### src/rtl/iptsr_pkg.sv
// constants for the interrupt priority, trap and flag register block
package iptsr_pkg;
  // ***********************************************
  // register map (word indices, one word each)
  // ***********************************************
  localparam int          ADDR_W          = 5;
  localparam logic [2:0]  IDX_CPU_STATUS  = 3'h0;
  localparam logic [2:0]  IDX_CORE_CTRL   = 3'h1;
  localparam logic [2:0]  IDX_TRAP_CTRL   = 3'h2;
  localparam logic [2:0]  IDX_VEC_EDGE    = 3'h3;
  localparam logic [2:0]  IDX_REQ_FLAGS0  = 3'h4;
  localparam int          IDX_LSB         = 2;
  localparam int          IDX_MSB         = 4;

  // ***********************************************
  // field positions
  // ***********************************************
  localparam int          PRIO_LOW_LSB    = 5;
  localparam int          PRIO_LOW_MSB    = 7;
  localparam int          PRIO_TOP_BIT    = 3;
  localparam int          NEST_OFF_BIT    = 15;
  localparam int          ACC_A_OVF_BIT   = 14;
  localparam int          ACC_B_OVF_BIT   = 13;
  localparam int          ACC_A_CAT_BIT   = 12;
  localparam int          ACC_B_CAT_BIT   = 11;
  localparam int          ACC_A_EN_BIT    = 10;
  localparam int          ACC_B_EN_BIT    = 9;
  localparam int          CAT_EN_BIT      = 8;
  localparam int          BAD_SHIFT_BIT   = 7;
  localparam int          DIV_ZERO_BIT    = 6;
  localparam int          DMA_FAULT_BIT   = 5;
  localparam int          MATH_BIT        = 4;
  localparam int          ADDR_TRAP_BIT   = 3;
  localparam int          STACK_TRAP_BIT  = 2;
  localparam int          OSC_FAIL_BIT    = 1;
  localparam int          ALT_VEC_BIT     = 15;
  localparam int          TEMP_BLOCK_BIT  = 14;
  localparam int          EXT_POL_MSB     = 4;
  localparam int          EXT_COUNT       = 5;

  // ***********************************************
  // writable masks and reset values
  // ***********************************************
  localparam logic [15:0] TRAP_CTRL_MASK  = 16'hfffe;
  localparam logic [15:0] VEC_EDGE_WMASK  = 16'h801f;
  localparam logic [15:0] REQ_FLAGS_MASK  = 16'h7fff;
  localparam logic [15:0] REG_RESET       = 16'h0000;
  localparam logic [3:0]  PRIO_RESET      = 4'h0;
  localparam logic [2:0]  PRIO_LOW_MAX    = 3'h7;
  localparam logic [31:0] READ_ZERO       = 32'h0000_0000;
endpackage

### src/rtl/iptsr_regs.sv
// interrupt priority level, trap cause and request flag registers on Avalon-MM
//
// Operation
// - low three priority bits held in cpu status bits 7..5; 111 blocks user interrupts.
// - priority level is core control bit 3 over the low field; top one blocks users.
// - software writes to the low priority field ignored while nesting is off.
// - core control bit 3 reads one when level exceeds 7; software may only clear.
// - read/write nesting-off bit 15 of trap control stops pre-emption of a routine.
// - bits 14 and 13 latch overflow traps of accumulators A and B.
// - bits 12 and 11 latch catastrophic overflow traps of accumulators A and B.
// - overflow trap of A only with bit 10 set, of B only with bit 9.
// - catastrophic overflow traps only while the shared enable bit 8 is set.
// - bit 4 on any math trap; bit 7 for bad shift, bit 6 for divide by zero.
// - bit 5 of trap control latches a DMA controller error trap.
// - bits 3, 2, 1 latch address, stack, oscillator traps; bit 0 reads zero.
// - vector control bit 15 selects the alternate vector table.
// - read-only vector control bit 14 shows the temporary interrupt block.
// - external interrupts 4..0 trigger on falling edge when polarity bit is one.
// - request flag bit 13 latches a grouped analog conversion completion.
// - request flag bits 14 and 4 latch DMA channel 1 and 0 completion.
// - request flag bits 12 and 11 latch first UART transmit and receive.
// - request flag bits 10 and 9 latch first SPI event and fault.
// - request flag bits 8, 7, 3 latch timers 3, 2, 1.
// - request flag bits 6 and 5 latch compare 2 and capture 2.
// - flags are set by hardware or by a software one, and cleared only by software.
// - top priority bit cannot be set by software, so traps stay unmaskable.
//
// Chosen here: the register addresses and the Avalon-MM slave port.
`timescale 1ns/1ps
`default_nettype none
module iptsr_regs (
  input  wire logic        mclk,
  input  wire logic        rst,
  // Avalon-MM slave
  input  wire logic [4:0]  avs_address,
  input  wire logic        avs_read,
  input  wire logic        avs_write,
  input  wire logic [31:0] avs_writedata,
  input  wire logic [3:0]  avs_byteenable,
  output logic      [31:0] avs_readdata,
  output logic             avs_waitrequest,
  // core side
  input  wire logic        prioLoad,
  input  wire logic [3:0]  prioLoadLevel,
  input  wire logic        tempIrqBlock,
  input  wire logic        accAOvf,
  input  wire logic        accBOvf,
  input  wire logic        accACatastrophic,
  input  wire logic        accBCatastrophic,
  input  wire logic        badShift,
  input  wire logic        divideZero,
  input  wire logic        dmaFault,
  input  wire logic        addressFault,
  input  wire logic        stackFault,
  input  wire logic        osc_fail_trap_flag,
  // peripheral request events
  input  wire logic        dmaCh1Done,
  input  wire logic        adcGroupDone,
  input  wire logic        uart1Tx,
  input  wire logic        uart1Rx,
  input  wire logic        spi1Event,
  input  wire logic        spi1Fault,
  input  wire logic        timer3Evt,
  input  wire logic        timer2Evt,
  input  wire logic        compare2Evt,
  input  wire logic        capture2Evt,
  input  wire logic        dmaCh0Done,
  input  wire logic        timer1Evt,
  input  wire logic        compare1Evt,
  input  wire logic        capture1Evt,
  input  wire logic [4:0]  extIrqPin,
  // status toward arbitration and vectoring
  output logic      [3:0]  cpuPrioLevel,
  output logic             userIrqBlocked,
  output logic             nestingOff,
  output logic             altVectorSel,
  output logic             trapReq,
  output logic      [4:0]  extEdgeEvt,
  output logic      [15:0] requestFlags0
);

  // ***********************************************
  // helpers
  // ***********************************************
  // byte-lane merge of a 16-bit register, restricted to its writable bits
  function automatic logic [15:0] laneMerge(input logic [15:0] oldVal,
                                            input logic [31:0] wdata,
                                            input logic [3:0]  be,
                                            input logic [15:0] wmask);
    logic [15:0] merged;
    merged = oldVal;
    if (be[0]) begin
      merged[7:0] = wdata[7:0];
    end
    if (be[1]) begin
      merged[15:8] = wdata[15:8];
    end
    return (merged & wmask) | (oldVal & ~wmask);
  endfunction

  // ***********************************************
  // state
  // ***********************************************
  logic [2:0]  prioLow;
  logic        prioTop;
  logic [15:0] trapCtrl;
  logic        altVec;
  logic        tempBlock;
  logic [4:0]  extPol;
  logic [15:0] reqFlags;
  logic [4:0]  extPrev;

  // ***********************************************
  // bus decode
  // ***********************************************
  wire logic [2:0] regIdx     = avs_address[iptsr_pkg::IDX_MSB:iptsr_pkg::IDX_LSB];
  // an access completes on the edge where waitrequest is sampled low
  wire logic       accessDone = (avs_read | avs_write) & ~avs_waitrequest;
  wire logic       wrDone     = avs_write & ~avs_waitrequest;
  wire logic       wrStatus   = wrDone & (regIdx == iptsr_pkg::IDX_CPU_STATUS);
  wire logic       wrCore     = wrDone & (regIdx == iptsr_pkg::IDX_CORE_CTRL);
  wire logic       wrTrap     = wrDone & (regIdx == iptsr_pkg::IDX_TRAP_CTRL);
  wire logic       wrVec      = wrDone & (regIdx == iptsr_pkg::IDX_VEC_EDGE);
  wire logic       wrFlags    = wrDone & (regIdx == iptsr_pkg::IDX_REQ_FLAGS0);

  // ***********************************************
  // read views
  // ***********************************************
  wire logic [15:0] statusView = {8'h00, prioLow, 5'h00};
  wire logic [15:0] coreView   = {12'h000, prioTop, 3'h0};
  wire logic [15:0] vecView    = {altVec, tempBlock, 9'h000, extPol};
  wire logic [15:0] readView   =
    (regIdx == iptsr_pkg::IDX_CPU_STATUS) ? statusView :
    (regIdx == iptsr_pkg::IDX_CORE_CTRL)  ? coreView :
    (regIdx == iptsr_pkg::IDX_TRAP_CTRL)  ? trapCtrl :
    (regIdx == iptsr_pkg::IDX_VEC_EDGE)   ? vecView :
    (regIdx == iptsr_pkg::IDX_REQ_FLAGS0) ? reqFlags : 16'h0000;

  // ***********************************************
  // priority level
  // ***********************************************
  // writable masks follow the field constants rather than hand-written bit patterns
  wire logic [15:0] statusWMask  = 16'(iptsr_pkg::PRIO_LOW_MAX) << iptsr_pkg::PRIO_LOW_LSB;
  wire logic [15:0] coreWMask    = 16'h0001 << iptsr_pkg::PRIO_TOP_BIT;
  wire logic [15:0] statusMerged = laneMerge(statusView, avs_writedata, avs_byteenable, statusWMask);
  wire logic [15:0] coreMerged   = laneMerge(coreView, avs_writedata, avs_byteenable, coreWMask);
  // core loads win: they track trap and interrupt entry and return
  wire logic [2:0]  next_prioLow =
    prioLoad ? prioLoadLevel[2:0] :
    (wrStatus & ~trapCtrl[iptsr_pkg::NEST_OFF_BIT]) ?
      statusMerged[iptsr_pkg::PRIO_LOW_MSB:iptsr_pkg::PRIO_LOW_LSB] : prioLow;
  // software can only clear the top bit, never raise it
  wire logic        next_prioTop =
    prioLoad ? prioLoadLevel[3] :
    wrCore ? (prioTop & coreMerged[iptsr_pkg::PRIO_TOP_BIT]) : prioTop;
  wire logic        next_blocked = next_prioTop | (next_prioLow == iptsr_pkg::PRIO_LOW_MAX);

  always_ff @(posedge mclk) begin
    if (rst) begin
      prioLow        <= iptsr_pkg::PRIO_RESET[2:0];
      prioTop        <= iptsr_pkg::PRIO_RESET[3];
      cpuPrioLevel   <= iptsr_pkg::PRIO_RESET;
      userIrqBlocked <= 1'b0;
    end else begin
      prioLow        <= next_prioLow;
      prioTop        <= next_prioTop;
      cpuPrioLevel   <= {next_prioTop, next_prioLow};
      userIrqBlocked <= next_blocked;
    end
  end

  // ***********************************************
  // trap control and cause flags
  // ***********************************************
  wire logic ovfATrap = accAOvf & trapCtrl[iptsr_pkg::ACC_A_EN_BIT];
  wire logic ovfBTrap = accBOvf & trapCtrl[iptsr_pkg::ACC_B_EN_BIT];
  wire logic catATrap = accACatastrophic & trapCtrl[iptsr_pkg::CAT_EN_BIT];
  wire logic catBTrap = accBCatastrophic & trapCtrl[iptsr_pkg::CAT_EN_BIT];
  // every enabled accumulator trap is a math trap, so it marks the summary bit too
  wire logic mathTrap = badShift | divideZero | ovfATrap | ovfBTrap | catATrap | catBTrap;

  logic [15:0] trapSet;
  always_comb begin
    trapSet                               = 16'h0000;
    trapSet[iptsr_pkg::ACC_A_OVF_BIT]     = ovfATrap;
    trapSet[iptsr_pkg::ACC_B_OVF_BIT]     = ovfBTrap;
    trapSet[iptsr_pkg::ACC_A_CAT_BIT]     = catATrap;
    trapSet[iptsr_pkg::ACC_B_CAT_BIT]     = catBTrap;
    trapSet[iptsr_pkg::BAD_SHIFT_BIT]     = badShift;
    trapSet[iptsr_pkg::DIV_ZERO_BIT]      = divideZero;
    trapSet[iptsr_pkg::MATH_BIT]          = mathTrap;
    trapSet[iptsr_pkg::DMA_FAULT_BIT]     = dmaFault;
    trapSet[iptsr_pkg::ADDR_TRAP_BIT]     = addressFault;
    trapSet[iptsr_pkg::STACK_TRAP_BIT]    = stackFault;
    trapSet[iptsr_pkg::OSC_FAIL_BIT]      = osc_fail_trap_flag;
  end

  wire logic [15:0] trapBase =
    wrTrap ? laneMerge(trapCtrl, avs_writedata, avs_byteenable, iptsr_pkg::TRAP_CTRL_MASK) : trapCtrl;
  // a trap arriving with a clearing write still lands; bit 0 stays zero
  wire logic [15:0] next_trapCtrl = (trapBase | trapSet) & iptsr_pkg::TRAP_CTRL_MASK;

  always_ff @(posedge mclk) begin
    if (rst) begin
      trapCtrl   <= iptsr_pkg::REG_RESET;
      nestingOff <= 1'b0;
      trapReq    <= 1'b0;
    end else begin
      trapCtrl   <= next_trapCtrl;
      nestingOff <= next_trapCtrl[iptsr_pkg::NEST_OFF_BIT];
      trapReq    <= |trapSet;
    end
  end

  // ***********************************************
  // vector select, temporary block, edge polarity
  // ***********************************************
  wire logic [15:0] vecMerged =
    laneMerge(vecView, avs_writedata, avs_byteenable, iptsr_pkg::VEC_EDGE_WMASK);
  wire logic        next_altVec = wrVec ? vecMerged[iptsr_pkg::ALT_VEC_BIT] : altVec;
  wire logic [4:0]  next_extPol = wrVec ? vecMerged[iptsr_pkg::EXT_POL_MSB:0] : extPol;

  always_ff @(posedge mclk) begin
    if (rst) begin
      altVec       <= 1'b0;
      altVectorSel <= 1'b0;
      tempBlock    <= 1'b0;
      extPol       <= 5'h00;
    end else begin
      altVec       <= next_altVec;
      altVectorSel <= next_altVec;
      tempBlock    <= tempIrqBlock;
      extPol       <= next_extPol;
    end
  end

  // ***********************************************
  // external edge detection
  // ***********************************************
  // a polarity change alone never looks like an edge, since edges come from
  // the pin history only; software need not clear the flag after changing polarity
  wire logic [4:0] riseEdge = extIrqPin & ~extPrev;
  wire logic [4:0] fallEdge = ~extIrqPin & extPrev;
  wire logic [4:0] extHit   = (extPol & fallEdge) | (~extPol & riseEdge);

  always_ff @(posedge mclk) begin
    if (rst) begin
      extPrev    <= 5'h00;
      extEdgeEvt <= 5'h00;
    end else begin
      extPrev    <= extIrqPin;
      extEdgeEvt <= extHit;
    end
  end

  // ***********************************************
  // request flag register 0
  // ***********************************************
  wire logic [15:0] flagSet = {1'b0,
                               dmaCh1Done,
                               adcGroupDone,
                               uart1Tx, uart1Rx,
                               spi1Event, spi1Fault,
                               timer3Evt, timer2Evt,
                               compare2Evt, capture2Evt,
                               dmaCh0Done,
                               timer1Evt,
                               compare1Evt, capture1Evt,
                               extHit[0]};
  wire logic [15:0] flagBase =
    wrFlags ? laneMerge(reqFlags, avs_writedata, avs_byteenable, iptsr_pkg::REQ_FLAGS_MASK) : reqFlags;
  // hardware only ever sets; a clear needs a software zero, and a set wins
  wire logic [15:0] next_reqFlags = (flagBase | flagSet) & iptsr_pkg::REQ_FLAGS_MASK;

  always_ff @(posedge mclk) begin
    if (rst) begin
      reqFlags      <= iptsr_pkg::REG_RESET;
      requestFlags0 <= iptsr_pkg::REG_RESET;
    end else begin
      reqFlags      <= next_reqFlags;
      requestFlags0 <= next_reqFlags;
    end
  end

  // ***********************************************
  // Avalon handshake: one wait state per access
  // ***********************************************
  // waitrequest rests high; it drops for one cycle after a request is seen,
  // which keeps every access a fixed two edges long
  always_ff @(posedge mclk) begin
    if (rst) begin
      avs_waitrequest <= 1'b1;
      avs_readdata    <= iptsr_pkg::READ_ZERO;
    end else begin
      avs_waitrequest <= ~((avs_read | avs_write) & avs_waitrequest);
      if (avs_read & avs_waitrequest) begin
        avs_readdata <= {16'h0000, readView};
      end else if (accessDone) begin
        avs_readdata <= iptsr_pkg::READ_ZERO;
      end
    end
  end

endmodule
`default_nettype wire

### config.mk
export PLATFORM = sky130hd
export DESIGN_NAME = iptsr_regs
export DESIGN_NICKNAME = d
export VERILOG_FILES = /design/src/rtl/iptsr_pkg.sv /design/src/rtl/iptsr_regs.sv
export SDC_FILE = /design/constraint.sdc
export NUM_CORES = 1
export LEC_CHECK = 0
export ABC_CLOCK_PERIOD_IN_PS = 1700
export BUFFER_PORTS_ARGS = -buffer_cell sky130_fd_sc_hd__buf_4
export CAP_MARGIN = 10
export CORE_ASPECT_RATIO = 1.75
export CORE_UTILIZATION = 47
export DETAILED_ROUTE_END_ITERATION = 8
export GPL_TIMING_DRIVEN = 1
export MAX_ROUTING_LAYER = met4
export PLACE_DENSITY = 0.85
export SLEW_MARGIN = 20
export SYNTH_ARGS = -nofsm -noshare
export SYNTH_HDL_FRONTEND = slang
export SYNTH_SLANG_ARGS = --single-unit
### constraint.sdc
create_clock -name mclk -period 1.7 [get_ports mclk]
set_input_delay 0.34 -clock mclk [delete_from_list [all_inputs] [get_ports mclk]]
set_output_delay 0.34 -clock mclk [all_outputs]
set_load 0.05 [all_outputs]
==> impl_metrics.tcl <==
set metrics [dict create \
    status "completed" \
    vias 3066 \
    ant_nets 0 \
    avgViaCountPerCell 5.42 \
    syn_inst 372 \
    clk_pin_slew_ps 50 \
    portBuffers 104 \
    grt_pass1_wl_mm 14.3 \
    cts_root_buffer "clkbuf_16" \
    grt-ovfl-total 0 \
    max_freq_mhz 641 \
    yosys-top-cells-area "dfxtp_1 44%, nand2_1 7.6%, mux2i_1 4.7%" \
    maxCapViolations 0 \
    grt_max_degree 53 \
    chipHeight_um 111 \
    sw_frac_of_total_pct 28.3 \
    power.total_uw 4100 \
    place_area_um2 3990 \
    synth_most_common_cell "dfxtp_1" \
    hold_class "in2reg" \
    pwr-share-seq_pct 43.1 \
    synth.cell_area_um2 3170 \
    internal_power_uw 2940 \
    power.density_nw_per_um2 967 \
    wl_mm 8.89 \
    synth_seq_area_share_pct 44.3 \
    cts_max_level 3 \
    syn_area_per_cell_um2 8.51 \
    layout-drive-gt1-share_pct 28.9 \
    first_pass_iters 4 \
    hold_buffers 0 \
    synthAdderAreaFrac_pct 0 \
    grt_pass1_vias 2998 \
    max-clock-path-buffers 2 \
    leakage_uw 0.00189 \
    synth-xor-area-share_pct 0 \
    synth_warnings 0 \
    max-slew-margin-rel_pct 64.1 \
    cts_tree "done" \
    core_region_area_um2 6540 \
    dp_hpwl_mm 6.49 \
    power_switching_uw 1160 \
    insertion_delay_ps 330 \
    nets 560 \
    synthFlopType "dfxtp_1" \
    async_flop_share_pct 0 \
    tightest_slew_ps 536 \
    crit_required_ps 1940 \
    grtUsageTotal_pct 27.2 \
    crit_top_cell "buf_4" \
    synth_simple_gate_area_share_pct 21.2 \
    die_w_um 64.1 \
    cts_setup_buffers 0 \
    slowest_delay_ps 350 \
    synth_top_area_share_pct 44.3 \
    rows 39 \
    dieArea_um2 7080 \
    synth_compound_area_share_pct 18.9 \
    rsz0062_at_grt "false" \
    multi_input_area_um2 1500 \
    layout_min_cycle_time_ps 1560 \
    setup_viol 0 \
    post-route-util_pct 64.8 \
    fin_setup_tns_ps 0 \
    dp_slack_ps 20.3 \
    antenna_found_initial 0 \
    drcViolationCount 0 \
    path_max_fanout 8 \
    ys_seq_elements 70 \
    peakVddDrop_v 0.000583 \
    num_antenna_cells 0 \
    skew_ps 5.79 \
    crit_path_end_kind "flip-flop" \
    worstPathCellList "nand3b_1 > buf_4 > nor2b_1 > buf_4 > nand2_1 > a41oi_1" \
    numClockSinks 70 \
    drtIter0Drc 239 \
    gp_congestion 0.899 \
    path_class "reg2reg" \
    regArea_um2 1400 \
    wl_per_cell_um 15.7 \
    cts_resized 0 \
    worst-path-buf-inv 2 \
    drv_slew 0 \
    yosys.area.top_type "dfxtp_1" \
    fin_ws_ps 139 \
    start_util_pct 48.4 \
    fin_crit_sh_pct 91.8 \
    fill_cells 565 \
    synth_cell_type_count 45 \
    pwr-share-clk_pct 39.3 \
    arrival_ps 1800 \
    path_delay_family "simple AND/OR/NAND/NOR gates" \
    yosys-top-cells-count "70 x dfxtp_1, 64 x nand2_1, 38 x nor2_1" \
    comb_power_share_pct 17.6 \
    synth-edff-count 0 \
    finalHoldViolations 0 \
    slowest_stage "dfxtp_2" \
    fin_area_um2 4240 \
    syn2layout_area_growth_pct 33.9 \
    synthMuxAreaShare_pct 5.10 \
    startpoint_type "flip-flop" \
    synth_top_family_by_area "simple AND/OR/NAND/NOR gates" \
    ios 142 \
    cts_buffers 9 \
]
## area by class of cell
cell class                 count  share of cell area, %
timing repair buffer         118                   21.2
clock buffer                  13                   5.67
sequential                    70                   33.1
inverter                      24                   2.13
multi-input combinational    257                   35.3
clock inverter                 2                  0.236
tap                           82                   2.42
## logic make-up (layout without fill, tap and decap cells)
group	count (synthesis)	in the layout
and+or+nand+nor	140	140
AOI/OAI and AO/OA	84	84
DFF	70	70
buffers and inverters	61	157
muxes	16	16
other	1	17
## power by group through the flow
stage	combinational, µW	sequential, µW	clock, µW
2_1_floorplan	315	1950	0
3_3_place_gp	701	1800	0
3_5_place_dp	711	1800	0
4_1_cts	716	1770	1630
5_1_grt	762	1770	1700
6_report	720	1770	1610
## through the flow
stage / instances / hold slack, ps
after CTS: 566 / 220
final: 566 / 220
after floorplan: 388 / 448
after detailed placement: 551 / 444
after global routing: 566 / 226
after global placement: 551 / 433
## final timing paths
check	from	endpoint	slack [ps]	cells past startpoint
max	avs_waitrequest	reqFlags[0]	140	6
min reg2reg	avs_readdata[5]	avs_readdata[5]	460	2
min	tempIrqBlock	tempBlock	220	2
max reg2reg	avs_waitrequest	reqFlags[0]	140	6
## cells in the final DEF, fill, tap and decap left out, types with 3 or more instances in the layout
| cell type | Yosys | routed |
|---|---|---|
| nand2_1 | 64 | 64 |
| a31oi_1 | 21 | 21 |
| clkbuf_16 | 0 | 9 |
| nor2b_1 | 10 | 10 |
| a22o_1 | 12 | 12 |
| and2_1 | 3 | 3 |
| dfxtp_1 | 70 | 69 |
| a41oi_1 | 3 | 3 |
| a21oi_1 | 17 | 17 |
| a22oi_1 | 9 | 9 |
| mux2i_1 | 15 | 15 |
| o311ai_0 | 4 | 4 |
| conb_1 | 1 | 17 |
| a2bb2oi_1 | 3 | 3 |
| clkbuf_1 | 8 | 4 |
| buf_4 | 19 | 117 |
| nand3_1 | 3 | 3 |
| inv_1 | 24 | 24 |
| nand2b_1 | 5 | 5 |
| nor2_1 | 38 | 38 |
| o21ai_0 | 4 | 4 |
## registers in the layout, indices dropped and copies added, names as in the netlist, 4 cells and up
| name | count |
|---|---|
| extEdgeEvt | 5 |
| avs_readdata | 16 |
| extPrev | 5 |
| extPol | 5 |
| reqFlags | 15 |
| trapCtrl | 14 |
| cpuPrioLevel | 4 |
## routing by layer
| metal | share of wire (%) | global-route usage (%) | vias to the layer above |
|---|---|---|---|
| met5 | 0 | - | - |
| met4 | 4.3 | 18.5 | 0 |
| met3 | 5.9 | 4.65 | 32 |
| met2 | 54 | 44.4 | 147 |
| met1 | 36 | 29.5 | 1422 |
| li1 | - | - | 1465 |
Note: power is estimated with default switching activity, not from simulation.
